File: src/ddcin_pkg.sv
// shared constants, register map and encodings of the ddc input conditioning block
package ddcin_pkg;

  // data path shape
  localparam int DDCIN_DATA_W    = 16;
  localparam int DDCIN_NUM_PORTS = 4;
  localparam int DDCIN_NUM_CH    = 2;
  localparam int DDCIN_ADR_W     = 8;

  // register byte offsets, one aligned 32-bit word each
  localparam logic [7:0] DDCIN_CH_CTRL_OFF = 8'h00;  // channel c control at 8'h00 + 4*c
  localparam logic [7:0] DDCIN_GANG_OFF    = 8'h10;
  localparam logic [7:0] DDCIN_STATUS_OFF  = 8'h14;

  // channel control, gang and status field positions
  localparam int DDCIN_SRC_W       = 3;
  localparam int DDCIN_SRC_I_LSB   = 0;
  localparam int DDCIN_SRC_Q_LSB   = 4;
  localparam int DDCIN_OFFBIN_BIT  = 8;
  localparam int DDCIN_CPLX_BIT    = 9;
  localparam int DDCIN_SWAP_BIT    = 10;
  localparam int DDCIN_ZPAD_LSB    = 12;
  localparam int DDCIN_ZPAD_W      = 2;
  localparam int DDCIN_GANG_BIT    = 0;
  localparam int DDCIN_STAT_PH_LSB = 0;
  localparam int DDCIN_STAT_DG_LSB = 16;

  // reset values
  localparam logic [31:0] DDCIN_CH_CTRL_RST = 32'h0000_0000;
  localparam logic        DDCIN_GANG_RST    = 1'b0;

  // sample source codes
  typedef enum logic [2:0] {
    DDCIN_SRC_PORT0 = 3'h0,
    DDCIN_SRC_PORT1 = 3'h1,
    DDCIN_SRC_PORT2 = 3'h2,
    DDCIN_SRC_PORT3 = 3'h3,
    DDCIN_SRC_ZERO  = 3'h4,
    DDCIN_SRC_DIG   = 3'h5,
    DDCIN_SRC_DIAG  = 3'h6,
    DDCIN_SRC_NONE  = 3'h7
  } ddcin_src_t;

  // zero padding modes: converter clock is 1, 1/2 or 1/3 of the processing clock
  typedef enum logic [1:0] {
    DDCIN_ZP_OFF  = 2'h0,
    DDCIN_ZP_DIV2 = 2'h1,
    DDCIN_ZP_DIV3 = 2'h2,
    DDCIN_ZP_RSVD = 2'h3
  } ddcin_zpad_t;

  // last slot index of a converter period per padding mode
  localparam logic [1:0] DDCIN_ZP_LAST_OFF  = 2'h0;
  localparam logic [1:0] DDCIN_ZP_LAST_DIV2 = 2'h1;
  localparam logic [1:0] DDCIN_ZP_LAST_DIV3 = 2'h2;

  // diagnostic generator: 16-bit maximal lfsr, seed is arbitrary
  localparam logic [15:0] DDCIN_DIAG_SEED = 16'hace1;
  localparam logic [15:0] DDCIN_DIAG_TAPS = 16'hb400;

endpackage : ddcin_pkg

File: src/ddcin_diag.sv
// diagnostic sample generator: free running pseudo random word source
`timescale 1ns/100ps
`default_nettype none

module ddcin_diag
  import ddcin_pkg::*;
#(
  parameter int W = DDCIN_DATA_W
) (
  input  wire logic         clk_i,
  input  wire logic         rst_i,
  output logic     [W-1:0]  diag_o
);

  logic [15:0] lfsr;

  // galois lfsr, one new word per processing clock
  always_ff @(posedge clk_i) begin
    if (rst_i) begin
      lfsr <= DDCIN_DIAG_SEED;
    end else begin
      lfsr <= lfsr[0] ? ((lfsr >> 1) ^ DDCIN_DIAG_TAPS) : (lfsr >> 1);
    end
  end

  // narrower paths take the top bits, wider ones repeat the word
  assign diag_o = W'({((W + 15) / 16){lfsr}} >> ((((W + 15) / 16) * 16) - W));

endmodule : ddcin_diag

`default_nettype wire

File: src/ddc_input_conditioning.sv
// ddc input front end: source select, format conversion, real/complex, iq swap, zero pad
`timescale 1ns/100ps
`default_nettype none

// Overview of operation
// RULE_01: samples pass on as two's complement unless conversion is chosen.
// RULE_02: optional offset binary conversion flips the sample msb; the code flips it on port samples only, not on digital or diagnostic data.
// RULE_03: source drives its msb onto the port msb, narrow samples left aligned.
// RULE_04: source may instead copy its sign into all higher port bits.
// RULE_05: source ties unused low port bits to zero.
// RULE_06: each channel is set for real only or complex i/q input.
// RULE_07: full rate complex takes i and q from two ports in one cycle.
// RULE_08: channels may be ganged to share a higher sample throughput.
// RULE_09: at half or third converter rate the stage pads with zero samples.
// RULE_10: per channel selector picks a port, zero, digital input or diagnostic source.
// RULE_11: complex spectral inversion swaps the i and q sources.
// RULE_12: real input goes to the i path, q path is forced to zero.
// RULE_13: while padding, one slot carries the sample, the rest carry zero.
// RULE_14: all conditioning happens before the mixer with mode independent latency.
module ddc_input_conditioning
  import ddcin_pkg::*;
#(
  parameter int W      = DDCIN_DATA_W,
  parameter int NPORTS = DDCIN_NUM_PORTS,
  parameter int NCH    = DDCIN_NUM_CH
) (
  input  wire logic                    clk_i,
  input  wire logic                    rst_i,
  input  wire logic [DDCIN_ADR_W-1:0]  wb_adr_i,
  input  wire logic [31:0]             wb_dat_i,
  input  wire logic [3:0]              wb_sel_i,
  input  wire logic                    wb_we_i,
  input  wire logic                    wb_cyc_i,
  input  wire logic                    wb_stb_i,
  output logic                         wb_ack_o,
  output logic      [31:0]             wb_dat_o,
  input  wire logic [NPORTS*W-1:0]     adc_i,
  input  wire logic [W-1:0]            dig_i,
  output logic      [NCH*W-1:0]        ch_i_o,
  output logic      [NCH*W-1:0]        ch_q_o,
  output logic      [NCH-1:0]          ch_slot_o
);

  localparam int PIDX_W = (NPORTS > 1) ? $clog2(NPORTS) : 1;

  // ---------------------------------------------------------------- bus slave
  logic [31:0]   ch_ctrl [NCH];
  logic          gang;
  logic [1:0]    phase   [NCH];
  logic [W-1:0]  diag_val;

  wire           bus_req   = wb_cyc_i & wb_stb_i & ~wb_ack_o;
  wire           bus_wr    = bus_req & wb_we_i;
  wire [5:0]     word_idx  = wb_adr_i[7:2];
  wire [5:0]     ch_base   = DDCIN_CH_CTRL_OFF[7:2];
  wire           hit_ch    = (word_idx >= ch_base) && (word_idx < ch_base + 6'(NCH));
  wire [5:0]     ch_sel    = word_idx - ch_base;
  wire           hit_gang  = (wb_adr_i == DDCIN_GANG_OFF);
  wire           hit_stat  = (wb_adr_i == DDCIN_STATUS_OFF);
  wire [31:0]    byte_mask = {{8{wb_sel_i[3]}}, {8{wb_sel_i[2]}},
                              {8{wb_sel_i[1]}}, {8{wb_sel_i[0]}}};

  // status word: padding phase of each channel and the live diagnostic word
  logic [31:0] status_word;
  always_comb begin
    status_word = 32'h0000_0000;
    for (int c = 0; c < NCH; c++) begin
      status_word[DDCIN_STAT_PH_LSB + 2*c +: 2] = phase[c];
    end
    status_word[DDCIN_STAT_DG_LSB +: 16] = diag_val[W-1 -: 16];
  end

  // unmapped addresses still acknowledge and read as zero
  wire [31:0] rd_word = hit_ch   ? ch_ctrl[ch_sel[PIDX_W-1:0] % NCH] :
                        hit_gang ? {31'h0000_0000, gang} :
                        hit_stat ? status_word : 32'h0000_0000;

  // single wait state: ack rises one edge after the request, drops the next
  always_ff @(posedge clk_i) begin
    if (rst_i) begin
      wb_ack_o <= 1'b0;
      wb_dat_o <= 32'h0000_0000;
    end else begin
      wb_ack_o <= bus_req;
      wb_dat_o <= bus_req ? rd_word : 32'h0000_0000;
    end
  end

  // gang control register
  always_ff @(posedge clk_i) begin
    if (rst_i) begin
      gang <= DDCIN_GANG_RST;
    end else if (bus_wr && hit_gang && wb_sel_i[0]) begin
      gang <= wb_dat_i[DDCIN_GANG_BIT];
    end
  end

  // ---------------------------------------------------------------- sources
  logic [W-1:0] port_s1 [NPORTS];
  logic [W-1:0] port_s2 [NPORTS];
  logic [W-1:0] dig_d1;
  logic [W-1:0] dig_d2;

  // converter pins cross in through two flops; bit alignment is the source's job
  for (genvar p = 0; p < NPORTS; p++) begin : g_port
    always_ff @(posedge clk_i) begin
      if (rst_i) begin
        port_s1[p] <= '0;
        port_s2[p] <= '0;
      end else begin
        port_s1[p] <= adc_i[p*W +: W];  // [RULE_03] [RULE_04] [RULE_05]
        port_s2[p] <= port_s1[p];
      end
    end
  end

  // the digital input needs no sync but is delayed to match the port latency
  always_ff @(posedge clk_i) begin
    if (rst_i) begin
      dig_d1 <= '0;
      dig_d2 <= '0;
    end else begin
      dig_d1 <= dig_i;
      dig_d2 <= dig_d1;  // [RULE_14]
    end
  end

  ddcin_diag #(
    .W      (W)
  ) u_diag (
    .clk_i  (clk_i),
    .rst_i  (rst_i),
    .diag_o (diag_val)
  );

  // ---------------------------------------------------------------- channels
  for (genvar c = 0; c < NCH; c++) begin : g_ch
    wire        wr_me   = bus_wr && hit_ch && (ch_sel == 6'(c));
    wire        ganged  = gang && (c != 0);
    // a ganged channel follows channel 0 but reads the next ports along
    wire [31:0] eff     = ganged ? ch_ctrl[0] : ch_ctrl[c];  // [RULE_08]
    wire [2:0]  cfg_i   = eff[DDCIN_SRC_I_LSB +: DDCIN_SRC_W];
    wire [2:0]  cfg_q   = eff[DDCIN_SRC_Q_LSB +: DDCIN_SRC_W];
    wire        is_pi   = cfg_i < 3'(NPORTS);
    wire        is_pq   = cfg_q < 3'(NPORTS);
    wire [2:0]  sel_i   = (ganged && is_pi) ? 3'((int'(cfg_i) + c) % NPORTS) : cfg_i;
    wire [2:0]  sel_q   = (ganged && is_pq) ? 3'((int'(cfg_q) + c) % NPORTS) : cfg_q;
    wire        offbin  = eff[DDCIN_OFFBIN_BIT];
    wire        cplx    = eff[DDCIN_CPLX_BIT];
    wire        swap    = eff[DDCIN_SWAP_BIT];
    wire [1:0]  zp      = eff[DDCIN_ZPAD_LSB +: DDCIN_ZPAD_W];

    // source selectors; unused codes read as constant zero
    wire [W-1:0] raw_i = is_pi ? port_s2[sel_i[PIDX_W-1:0]] :
                         (sel_i == DDCIN_SRC_DIG)  ? dig_d2 :
                         (sel_i == DDCIN_SRC_DIAG) ? diag_val : '0;  // [RULE_10]
    wire [W-1:0] raw_q = is_pq ? port_s2[sel_q[PIDX_W-1:0]] :
                         (sel_q == DDCIN_SRC_DIG)  ? dig_d2 :
                         (sel_q == DDCIN_SRC_DIAG) ? diag_val : '0;  // [RULE_10] [RULE_07]

    // msb flip only on port data, so the zero source stays a true zero
    wire [W-1:0] fmt_i = (offbin && is_pi) ? {~raw_i[W-1], raw_i[W-2:0]} : raw_i;  // [RULE_01] [RULE_02]
    wire [W-1:0] fmt_q = (offbin && is_pq) ? {~raw_q[W-1], raw_q[W-2:0]} : raw_q;  // [RULE_01] [RULE_02]

    // swap i and q for spectral inversion; real input keeps q at zero
    wire [W-1:0] map_i = (cplx && swap) ? fmt_q : fmt_i;                 // [RULE_11] [RULE_06]
    wire [W-1:0] map_q = !cplx ? '0 : (swap ? fmt_i : fmt_q);           // [RULE_12] [RULE_06]

    // last slot of one converter period; reserved code behaves as no padding
    wire [1:0]  last   = (zp == DDCIN_ZP_DIV2) ? DDCIN_ZP_LAST_DIV2 :
                         (zp == DDCIN_ZP_DIV3) ? DDCIN_ZP_LAST_DIV3 : DDCIN_ZP_LAST_OFF;
    wire        slot   = (phase[c] == 2'h0);
    wire [1:0]  next_phase = (phase[c] >= last) ? 2'h0 : phase[c] + 2'h1;

    // control write; any write also realigns the padding phase to slot 0
    always_ff @(posedge clk_i) begin
      if (rst_i) begin
        ch_ctrl[c] <= DDCIN_CH_CTRL_RST;
      end else if (wr_me) begin
        ch_ctrl[c] <= (ch_ctrl[c] & ~byte_mask) | (wb_dat_i & byte_mask);
      end
    end

    // padding phase counter, free running within the converter period
    always_ff @(posedge clk_i) begin
      if (rst_i || wr_me) begin
        phase[c] <= 2'h0;
      end else begin
        phase[c] <= next_phase;  // [RULE_09]
      end
    end

    // output register: one flop after selection in every mode
    always_ff @(posedge clk_i) begin
      if (rst_i) begin
        ch_i_o[c*W +: W] <= '0;
        ch_q_o[c*W +: W] <= '0;
        ch_slot_o[c]     <= 1'b0;
      end else begin
        ch_i_o[c*W +: W] <= slot ? map_i : '0;  // [RULE_13] [RULE_09] [RULE_14]
        ch_q_o[c*W +: W] <= slot ? map_q : '0;  // [RULE_13] [RULE_14]
        ch_slot_o[c]     <= slot;
      end
    end
  end

endmodule : ddc_input_conditioning

`default_nettype wire

File: config.mk
export PLATFORM = sky130hd
export DESIGN_NAME = ddc_input_conditioning
export DESIGN_NICKNAME = d
export VERILOG_FILES = /design/src/ddcin_pkg.sv /design/src/ddcin_diag.sv /design/src/ddc_input_conditioning.sv
export SDC_FILE = /design/constraint.sdc
export NUM_CORES = 1
export LEC_CHECK = 0
export BUFFER_PORTS_ARGS = -buffer_cell sky130_fd_sc_hd__buf_2
export CAP_MARGIN = 10
export CORE_AREA = 5 5 177 179
export CTS_CLUSTER_DIAMETER = 40
export DETAILED_ROUTE_END_ITERATION = 12
export DIE_AREA = 0 0 182 184
export PLACE_DENSITY = 0.76
export SYNTH_ARGS = -nofsm -noshare
export SYNTH_HDL_FRONTEND = slang
export SYNTH_HIERARCHICAL = 1
export SYNTH_SLANG_ARGS = --single-unit
File: constraint.sdc
create_clock -name clk_i -period 3.13 [get_ports clk_i]
set_clock_uncertainty 0.15 [all_clocks]
set_input_delay 0 -clock clk_i [delete_from_list [all_inputs] [get_ports clk_i]]
set_output_delay 0 -clock clk_i [all_outputs]
set_load 0.005 [all_outputs]
---- Yosys cells after proc, flatten, opt, wreduce, memory -nomap -nowiden ----
Memories as Yosys holds them, arrays and structs flattened.
Cells that the tools add are included.
storage, ports and cells
  input bits .............................. 129
  latch bits .............................. 0
  output and inout bits ................... 99
  ROM bits ................................ 0
  logic and storage cells ................. 163
  memories ................................ 4
  register bits after elaboration ......... 148
  memory bits (writable) .................. 196
memory list
  name     words  width  read ports  clocked after Yosys merged registers in  write ports  RTL line                       RTL
  ch_ctrl  2      32     3           0                                        2            ddc_input_conditioning.sv:47   logic [31:0] ch_ctrl [NCH];
  port_s1  4      16     4           0                                        4            ddc_input_conditioning.sv:99   logic [W-1:0] port_s1 [NPORTS];
  port_s2  4      16     4           0                                        4            ddc_input_conditioning.sv:100  logic [W-1:0] port_s2 [NPORTS];
  phase    2      2      2           0                                        2            ddc_input_conditioning.sv:49   logic [1:0] phase [NCH];
cells by class
  divide/modulo/power cells ............... 0
  magnitude comparators ................... 8
  bitwise operators ....................... 34
  add/sub/neg operators ................... 4
  mux-type cells .......................... 60
  reductions and logical operators ........ 26
  shift operators ......................... 0
  $mul .................................... 0
  equality and inequality tests ........... 15
operator list
  operator                                                                       number
  16-bit 2-to-1 mux                                                              29
  32-bit 2-to-1 mux                                                              5
  32-bit bitwise AND                                                             3
  32-bit bitwise OR                                                              2
  32-bit NOT                                                                     1
  3-bit == test (second input constant)                                          8
  8-bit by 5-bit == test with 1-bit output (second input constant)               2
  2-bit 2-to-1 mux                                                               8
  1-bit 2-to-1 mux                                                               15
  1-bit logical AND                                                              14
  14-bit 2-to-1 mux                                                              1
  3-bit less-than comparator (second input constant)                             4
  1-bit bitwise OR                                                               12
  1-bit NOT                                                                      10
  2-bit OR reduction                                                             5
  2-bit by 1-bit adder with 2-bit output (second input constant)                 4
  6-bit by 1-bit == test with 1-bit output (second input constant)               1
  6-bit by 1-bit >= comparator with 1-bit output (second input constant)         1
  6-bit zero test                                                                1
  6-bit by 2-bit less-than comparator with 1-bit output (second input constant)  1
  3-bit 2-to-1 mux                                                               2
  3-bit OR reduction                                                             2
  2-bit by 1-bit == test with 1-bit output (second input constant)               2
  2-bit == test (second input constant)                                          2
  6 further kinds                                                                12

---- Depth between registers and ports, before layout ----
Gate-level depths: netlist (run 1).
An unclocked memory read counts as a cell.
  word-level depth ........................ 13
  gate-level depth with buffers ........... 11
  gate-level depth less buffers ........... 7

---- By module ----
Netlist (run 1), hierarchy kept.
modules (own cells, without submodules)
  module                  times used  cells each  area each (um^2)  seq. area each (um^2)
  ddc_input_conditioning  1           1,504       14,591.5          7,206.9
  ddcin_diag              1           36          462.9             320.3

---- Worst setup path after synthesis (run 1) ----
OpenSTA, ideal clock, no wires.
  kind .................................... input-to-reg
  from .................................... in wb_adr_i[7]
  to ...................................... mem ch_ctrl[0][0] (enable)
  path buffers ............................ 0
  cell stages on the path ................. 4
  setup slack ............................. 0.162 ns
  arrival time ............................ 2.388 ns
  setup time .............................. 0.430 ns
  data required time ...................... 2.550 ns
  cell sequence ........................... or4_1 nor2_2 nand2_1 o21bai_1
RTL lines
  item         RTL line                      RTL
  from (decl)  ddc_input_conditioning.sv:29  input wire logic [DDCIN_ADR_W-1:0] wb_adr_i,
  to (decl)    ddc_input_conditioning.sv:47

==> results, run 1 <==
- The count of nets left with antenna violations once routing finished came out at 0.
- The count of pins on the block boundary is roughly 230.
- The count of hold buffers inserted by post-cts repair is between 150 and 200.
- The yosys synthesis warning count is 6.
- The number of antenna violations at the first check in global routing came to 0.
- The data required time at the worst endpoint is 3370 ps.
- The area taken by multi-input logic gates is just under 7000 um2.
- The total negative slack is 0 ps.
- Setup repair after global routing left no endpoint under its margin.
- The count of buffers inserted at the top-level ports is 227.
- The share of the core filled with cells is 0.667.
- The count of inserted antenna diode cells is 0.
- The maximum single-stage delay on the critical path is 560 ps.
- The register area is roughly 7500 um2.
- STA classifies the critical path endpoint as a flip-flop.
- At the end of routability-driven placement, the weighted congestion stood at roughly 0.9.
- The number of core rows is 63.
- The type of the worst min-delay path is primary input to flip-flop.
- After filler insertion, the fill cell instance count of the layout stands at around 2,200.
- The via count of the first global-routing pass is between 10,000 and 15,000.
- The clock passes through at most 3 buffers.
- In the final design database the tool counted a little over 2,000 nets.
- The slew of the pin with the lowest slew margin is ~1100 ps.
- The remaining max-slew budget at the tightest pin is 0.275.
- The first global-routing pass estimated about 74,000 um of wire.
- Across the run, the number of max-cap violations was 0.
- In the synthesized netlist the async set-or-reset flop fraction comes to 0.
- The shortest period the worst path allows is between 2000 and 3000 ps.
- The highest clock rate is 0.356 GHz.
- Among all flip-flop cells after synthesis, the most frequent one is sky130_fd_sc_hd__dfxtp_1.
- The average instance area after synthesis is a little under 10 um2.
- The clock sink count is 344.
- The core region is approximately 30,000 um2.
- The sequential-to-total area share from yosys stat is 0.500.
- In this run the horizontal extent of the chip is around 180 um.
- The leakage power is roughly 0.008 uW.
- The power density of the placed cells is between 500 and 600 nW/um2.
- The number of CTS-inserted buffers is 43.
- The total count of max-transition violations in the final report is 0.
- Walking the worst path, the cells encountered are nor3b_1 > nand2_1 > nor2_1 > nand2_1 > buf_4 > a21oi_1 > dlygate4sd3_1.
- The worst setup path is launched from a flip-flop.
- The wire length reported by the detailed router is about 48,000 um.
- After detailed routing, the number of vias per cell comes to 5.74.
- From bottom edge to top edge, the die measures 184 um.
- Total power for the finished layout comes to between 10,000 and 15,000 uW.
- The count of flip-flops with a built-in enable after synthesis is between 60 and 70.
- The count of distinct cell types in the synthesized netlist is 51.
- The post-CTS setup repair buffer count is 0.
- The total die area is roughly 33,000 um2.
- For the worst flop-to-flop path, the logic depth is 7.
- Of the cells placed in the final design, the portion with a size suffix greater than 1 is 0.204.
- TritonCTS built the clock tree.
- The netlist area before placement is 15,100 um2.
- The final period utilization is 0.898.
- Among the stages of the critical path, the cell type that occurs most often is sky130_fd_sc_hd__nand2_1.
- For this configuration, the core starts out at a cell density of 0.512.
- The global-route usage over all layers is 0.278.
- Entering global routing, the biggest net connects 123 pins.
- Data on the critical path arrives at its endpoint at between 3000 and 4000 ps.
- The detailed router placed ~13,000 vias in this run.
- The family with the most delay on the worst path is simple AND/OR/NAND/NOR gates.
- The critical path is of the flip-flop to flip-flop type.
- The initial DRC count is about 1,200.
- The combined buffer and inverter count along the critical path is 2.
- The number of nets handed over by synthesis was about 1,700.
- The final-report hold violation count is 0.
- Synthesis produced a netlist whose cell count is around 1,500.
- The most critical setup path has its endpoint at ch_ctrl[1][27].
- The later-pin clock latency in the skew report is approximately 540 ps.
- The count of instances resized after the clock tree is built is 0.
- The total stage count of the critical path is 7.
- The capture instance of the worst register-to-register path is ch_ctrl[1][27].
- The wire-length estimate of the detail-placed layout is a little over 30,000 um.
- Dividing the detail-routed wire length by the instance count gives 20.9 um.
- The length of the first detailed-routing pass in iterations is 6.
- In the routed design, unresolved DRC markers number 0.
- The run finished with clean final reports.
- The H-tree level count is 2.
- Setup slack on the worst reg-to-reg path comes out at between 300 and 400 ps.
- The buffer type at the clock tree root is sky130_fd_sc_hd__clkbuf_16.
- Clock-pin slew was measured on the worst setup and hold paths at 60 ps.
- In this run, synthesis produced a sequential element count of ~340.
- The launch instance of the worst register-to-register path is wb_ack_o.
- The area growth from synthesis to layout is 30.2%.
- Along the worst path, the maximum fanout reaches 18.
- The worst-case IR drop observed on VDD is 0.405 mV.
- The remaining global-route overflow is 0.
- The number of endpoints failing setup at the final stage is 0.
- Among all stages on the critical path, the largest delay is contributed by sky130_fd_sc_hd__dlygate4sd3_1.
- The critical path launch point is wb_ack_o.
layer usage:
metal	up-vias	wire length, um	GRT usage
li1	6151	-	-
met1	6220	20100	0.387
met2	787	21600	0.437
met3	81	5200	0.0691
met4	0	1230	0.0760
met5	-	0	0
cell families after synthesis:
logic type | count (synthesis) | synth area share
AND/OR/NAND/NOR | 518 | 0.188
AO/OA/AOI/OAI | 419 | 0.180
flip-flops | 344 | 0.500
buffers and inverters | 173 | 0.0479
multiplexers | 73 | 0.0755
XOR/XNOR | 7 | 0.00407
adder cells (fa/ha/maj) | 6 | 0.00499
stage by stage:
step | setup WS, ps | cells | hold slack (ps) | cell area, um2
after floorplan | 162 | 1540 | -47.1 | 15100
after global placement | 611 | 2063 | 63.4 | 16400
after detailed placement | 478 | 2063 | 62.6 | 16400
after CTS | 427 | 2308 | 39.6 | 19600
after global routing | 71.3 | 2308 | 91.0 | 19600
final | 319 | 2308 | 70.9 | 19600
power by group:
part           internal, uW  total, uW  switching, uW  leakage (uW)
Combinational           486       1020            531       0.00420
Sequential             4690       4840            150       0.00296
Clock                  3010       4990           1980      0.000718
Total                  8190      10800           2660       0.00788
area by class of cell:
type,count,share of cell area
inverters,40,0.00766
clock inverters,24,0.0133
clock buffers,55,0.0626
flip-flops and latches,344,0.384
repair buffers,432,0.158
multi-input cells,1023,0.349
well taps,390,0.0249
synthesized netlist by cell type, types with 5 or more instances:
library cell               number  share of area
sky130_fd_sc_hd__a211oi_1     128          0.064
sky130_fd_sc_hd__a21oi_1      114          0.038
sky130_fd_sc_hd__a221o_1       30          0.020
sky130_fd_sc_hd__a22oi_1       33          0.016
sky130_fd_sc_hd__and2_1        18         0.0075
sky130_fd_sc_hd__and2b_1        6         0.0030
sky130_fd_sc_hd__buf_1         17         0.0042
sky130_fd_sc_hd__buf_2         32          0.011
sky130_fd_sc_hd__clkbuf_1      77          0.019
sky130_fd_sc_hd__dfxtp_1      280           0.37
sky130_fd_sc_hd__edfxtp_1      64           0.13
sky130_fd_sc_hd__ha_1           6         0.0050
sky130_fd_sc_hd__inv_1         40          0.010
sky130_fd_sc_hd__mux2_2         5         0.0037
sky130_fd_sc_hd__mux2i_1       36          0.024
sky130_fd_sc_hd__mux4_2        32          0.048
sky130_fd_sc_hd__nand2_1      109          0.027
sky130_fd_sc_hd__nand2b_1      70          0.029
sky130_fd_sc_hd__nand3_1       63          0.021
sky130_fd_sc_hd__nor2_1        38         0.0095
sky130_fd_sc_hd__nor2b_1      187          0.078
sky130_fd_sc_hd__o21ai_0       95          0.032
sky130_fd_sc_hd__o21ai_1        5         0.0017
sky130_fd_sc_hd__or2_1          6         0.0025
sky130_fd_sc_hd__xnor2_1        5         0.0029
state kept, by name, indices dropped and copies added (netlist names):
name / cells
ch_ctrl: 64
ch_i_o: 32
ch_q_o: 32
ch_slot_o: 2
dig_d1: 16
dig_d2: 16
g_ch.ganged: 1
phase: 4
port_s1: 64
port_s2: 64
u_diag/diag_o: 16
wb_ack_o: 1
wb_dat_o: 32
worst register-to-register path, cell delays in order, from the launching register on:
cell                            delay (ps)
sky130_fd_sc_hd__dfxtp_1               330
sky130_fd_sc_hd__nor3b_1               390
sky130_fd_sc_hd__nand2_1               180
sky130_fd_sc_hd__nor2_1                110
sky130_fd_sc_hd__nand2_1               410
sky130_fd_sc_hd__buf_4                 400
sky130_fd_sc_hd__a21oi_1               140
sky130_fd_sc_hd__dlygate4sd3_1         560
cells in the final DEF, fill, tap and decap left out, types with 6 or more instances in the layout:
master | synthesis | layout
sky130_fd_sc_hd__a211oi_1 | 128 | 128
sky130_fd_sc_hd__a21oi_1 | 114 | 114
sky130_fd_sc_hd__a221o_1 | 30 | 30
sky130_fd_sc_hd__a22oi_1 | 33 | 33
sky130_fd_sc_hd__and2_1 | 18 | 18
sky130_fd_sc_hd__and2b_1 | 6 | 6
sky130_fd_sc_hd__buf_2 | 32 | 226
sky130_fd_sc_hd__buf_4 | 4 | 39
sky130_fd_sc_hd__clkbuf_1 | 77 | 7
sky130_fd_sc_hd__clkbuf_16 | 0 | 48
sky130_fd_sc_hd__dfxtp_1 | 280 | 279
sky130_fd_sc_hd__dlygate4sd3_1 | 0 | 166
sky130_fd_sc_hd__edfxtp_1 | 64 | 64
sky130_fd_sc_hd__ha_1 | 6 | 6
sky130_fd_sc_hd__inv_1 | 40 | 40
sky130_fd_sc_hd__inv_6 | 0 | 7
sky130_fd_sc_hd__mux2i_1 | 36 | 34
sky130_fd_sc_hd__mux4_2 | 32 | 32
sky130_fd_sc_hd__nand2_1 | 109 | 109
sky130_fd_sc_hd__nand2b_1 | 70 | 70
sky130_fd_sc_hd__nand3_1 | 63 | 63
sky130_fd_sc_hd__nor2_1 | 38 | 38
sky130_fd_sc_hd__nor2b_1 | 187 | 185
sky130_fd_sc_hd__o21ai_0 | 95 | 95
sky130_fd_sc_hd__or2_1 | 6 | 6
worst min-delay path by stage:
| stage | start | to | slack [ps] | depth (start not counted) |
|---|---|---|---|---|
| floorplan | rst_i | wb_ack_o | -50 | 1 |
| global route | adc_i[47] | port_s1[2][15] | 90 | 3 |
| global placement | adc_i[28] | port_s1[1][12] | 60 | 2 |
| finish | adc_i[51] | port_s1[3][3] | 70 | 3 |
| detailed placement | adc_i[44] | port_s1[2][12] | 60 | 2 |
| CTS | adc_i[56] | port_s1[3][8] | 40 | 3 |
No activity file was read; power rests on OpenSTA's default activity.
==> run 2: changes to the inputs <==
- ABC_AREA: default -> 1
- CORE_AREA: 5 5 177 179 -> 5 5 179 181
- DIE_AREA: 0 0 182 184 -> 0 0 184 186
==> results, run 2 <==
- The final design area excluding fillers was 20,100 um2 (+2.3%).
- The area fraction in and, or, nand and nor cells after synthesis is 0.238 (+0.0499).
- The total die area came to 34,200 um2 (+2.2%).
- The number of instances in the synthesized netlist is 2,111 (+37%).
- In the post-synthesis netlist, the biggest area contributors are sky130_fd_sc_hd__dfxtp_1 (36%), sky130_fd_sc_hd__edfxtp_1 (12%), sky130_fd_sc_hd__nor2_1 (11%).
- The initial DRC count is 1,586 (+37%).
- The remaining max-slew budget at the tightest pin is 0.447 (+0.172).
- The prevailing post-synth register cell is sky130_fd_sc_hd__dfxtp_1.
- The cell that appears most often on the critical path is sky130_fd_sc_hd__dlygate4sd3_1.
- The pre-CTS setup slack is 650 ps (+172 ps).
- The final-stage net count came to 2,628 (+30%).
- The maximum single-stage delay on the critical path is 620 ps (+60 ps).
- The post-detailed-route via-to-cell ratio is 5.32 (-7.2%).
- The number of buffers on the longest clock path is 3 (unchanged).
- The setup slack of the critical path after layout was 178 ps (-141 ps).
- The initial core utilization is 0.508 (-0.00355).
- The combined buffer and inverter count along the critical path is 5 (+3).
- Yosys instantiated no cell more often than sky130_fd_sc_hd__nor2_1.
- The count of distinct cell types in the synthesized netlist came to 43 (-16%).
- The leakage power is 0.00944 uW (+20%).
- The remaining global-route overflow is 0 (unchanged).
- The share of layout cells above drive strength 1 came to 0.146 (-0.0577).
- The number of core rows is 64 (+1.6%).
- The count of buffers inserted at the top-level ports is 227 (unchanged).
- The run finished with clean final reports.
- The number of CTS-inserted buffers is 42 (-2.3%).
- The buffer type at the clock tree root is sky130_fd_sc_hd__clkbuf_16.
- The number of fill cells in the layout is 2,398 (+7.7%).
- The largest net degree at the start of global routing was 174 (+41%).
- The max-cap check violation count is 0 (unchanged).
- STA classifies the critical path startpoint as a primary input.
- The post-synthesis compound-gate area fraction is 0.154 (-0.0263).
- The horizontal die dimension came to 184 um (+1.1%).
- The family with the most delay on the worst path is buffers and inverters.
- The area taken by multi-input logic gates was 6110 um2 (-11%).
- The netlist area before placement is 15,400 um2 (+2.2%).
- The number of antenna violations at the first check in global routing is 3 (+3).
- The slowest stage of the critical path belongs to the cell sky130_fd_sc_hd__dlygate4sd3_1.
- The signal on the critical path passes through dlygate4sd3_1 > buf_2 > nor2_1 > dlygate4sd3_1 > nand2_1 > nor4_2 > nand4_1 > o21ai_0 > dlygate4sd3_1 > a21oi_1 > dlygate4sd3_1.
- The total vias in the final route is 15,600 (+17%).
- In the final layout, the registers with the most flip-flops are ch_ctrl: 64 flops, port_s1: 64 flops, port_s2: 64 flops.
- The count of pins on the block boundary was 228 (unchanged).
- The total nets after synthesis is 2,246 (+34%).
- The mux contribution to synthesized area was 0 (-0.0755).
- The later-pin clock latency in the skew report was 530 ps (about the same).
- The detailed-placement wirelength estimate is 36,600 um (+19%).
- The commonest cells after synthesis are sky130_fd_sc_hd__nor2_1 (469), sky130_fd_sc_hd__inv_1 (302), sky130_fd_sc_hd__nand2_1 (300).
- The final weighted congestion in routability-driven placement is 0.971 (+8.0%).
- The shortest period the worst path allows is 2950 ps (+141 ps).
- The average instance area after synthesis was 7.29 um2 (-25%).
- The final period utilization was 0.943 (+0.0451).
- The synthesis-to-layout area growth is 30.3%.
- The yosys synthesis warning count is 6 (unchanged).
- The first-pass GRT wire length is 83,300 um (+13%).
- The average detailed-routed wire length per instance is 18.9 um (-9.5%).
- STA classifies the critical path endpoint as a flip-flop.
- The main combinational cell family by area after synthesis is simple AND/OR/NAND/NOR gates.
- The slew of the pin with the lowest slew margin was 826 ps (-262 ps).
- The count of nets left with antenna violations after detail routing was 0 (unchanged).
- The length of the first detailed-routing pass in iterations is 5 (-1).
- The count of flip-flops with a built-in enable after synthesis is 64 (unchanged).
- The H-tree level count is 2 (unchanged).
- The fraction of registers with async set/reset was 0 (unchanged).
- The number of endpoints failing setup at the final stage is 0 (unchanged).
- The clock transition at the register clock pins on the worst setup and hold paths after CTS was 60 ps (about the same).
- The final-report hold violation count is 0 (unchanged).
- The wire length reported by the detailed router is 55,200 um (+15%).
- The type of the worst min-delay path is primary input to flip-flop.
- The clock sink count came to 344 (unchanged).
- The sequential-to-total area share from yosys stat is 0.489 (-0.0109).
- The total count of max-transition violations in the final report is 0 (unchanged).
- The cell type contributing the most total cell area after synthesis is sky130_fd_sc_hd__dfxtp_1.
- The arrival time of the worst setup path is 3220 ps (+170 ps).
- The post-place instance area is 16,700 um2 (+1.5%).
- The number of synthesized register bits came to 344 (unchanged).
- The highest clock rate is 0.339 GHz (-4.8%).
- The setup path with the least slack is of type primary input to flip-flop.
- The commonest non-fill, non-tap cell in the layout is sky130_fd_sc_hd__nor2_1.
- The power consumption is 10,700 uW (-1.6%).
- The DRC violation count after routing is 0 (unchanged).
- The placeable core area is 30,300 um2 (+2.9%).
- The proportion of netlist area held by the largest area contributor was 0.364 (-0.00814).
- The register area came to 7530 um2 (about the same).
- The worst vdd rail ir drop is 0.390 mV (-3.9%).
- TritonCTS built the clock tree.
- The die height is 186 um (+1.1%).
- The global-route usage over all layers is 0.311 (+0.0331).
- The power density of the placed cells is 532 nW/um2 (-3.8%).
- The adder-cell share of the synthesized area was 0.00488 (-0.000109).
- The via count of the first global-routing pass came to 14,900 (+15%).
- The largest driver fanout on the critical path was 3 (-15).
- The xor and xnor area share after synthesis came to 0.000569 (-0.00350).
- The data required time at the worst endpoint was 3390 ps (+20 ps).
- Leaving out fill and tap cells, the most frequent cells in the layout are sky130_fd_sc_hd__nor2_1 (469), sky130_fd_sc_hd__inv_1 (302), sky130_fd_sc_hd__nand2_1 (300), sky130_fd_sc_hd__dfxtp_1 (280), sky130_fd_sc_hd__buf_2 (226).
==> run 2: cell count changes after synthesis, sizes merged, moves of 36 or more <==
cell and delta:
nor2 +430, inv +269, nand2 +200, nor2b -187
a211oi -128, a21oi +90, nand2b -70, o21ai +70
nand3 +43, mux2i -36
==> run 2: power breakdown <==
| group | internal (uW) | switching, uW | total (uW) |
|---|---|---|---|
| sequential | 4680 | 137 | 4820 |
| clock | 2790 | 1960 | 4750 |
| combinational | 456 | 648 | 1100 |
==> run 2: worst paths after layout <==
check                 startpoint  slack, ps  cells after the start        endpoint
setup / recovery     wb_adr_i[6]        180                     11  g_ch[1].ganged
hold / removal         adc_i[59]         70                      4  port_s1[3][11]
setup reg to reg   ch_ctrl[0][5]        560                     12      ch_q_o[23]
hold reg to reg   port_s1[2][13]        240                      2  port_s2[2][13]
==> run 2: metal layers <==
metal	vias to the layer above	routed length [um]	GRT usage
li1	7437	-	-
met1	7155	22800	0.419
met2	840	25500	0.506
met3	122	5250	0.0627
met4	0	1690	0.100
met5	-	0	0
==> run 2: timing repair <==
| action | 4_1_cts | 5_1_grt |
|---|---|---|
| setup endpoints to repair | 0 | 1 |
| buffers inserted | 0 | 0 |
| hold buffers | 197 | 0 |
| endpoints found under the hold margin | 239 | 0 |
| resized for setup | 0 | 1 |
==> run 2: area by class of cell <==
class	count	share of cell area
flip-flops and latches	344	0.375
multi-input cells	1337	0.305
repair buffers	454	0.167
inverters	314	0.0591
clock buffers	51	0.0582
well taps	396	0.0247
clock inverters	25	0.0110
diodes	2	0.000250
==> run 2: cells by family (layout without fill, tap and decap cells) <==
logic type	Yosys count	in the layout
simple gates	903	903
buf+inv	430	844
flops	344	344
fa+ha+maj	6	6
xor+xnor	1	1
compound gates	427	427
other cells	0	2
==> run 2: through the flow <==
step	util	TNS (ps)	cells	hold WS (ps)
after floorplan	-	0	2111	-50.1
after global placement	0.551	0	2648	48.8
after detailed placement	0.551	0	2648	57.4
after CTS	0.662	0	2921	66.0
after global routing	0.663	-11.9	2923	79.7
final	0.663	0	2923	72.5
==> run 2: worst min-delay path, stage by stage <==
cell	delay (ps)
sky130_fd_sc_hd__dlygate4sd3_1	520
sky130_fd_sc_hd__buf_2	90
sky130_fd_sc_hd__inv_1	30
sky130_fd_sc_hd__nor2_1	70
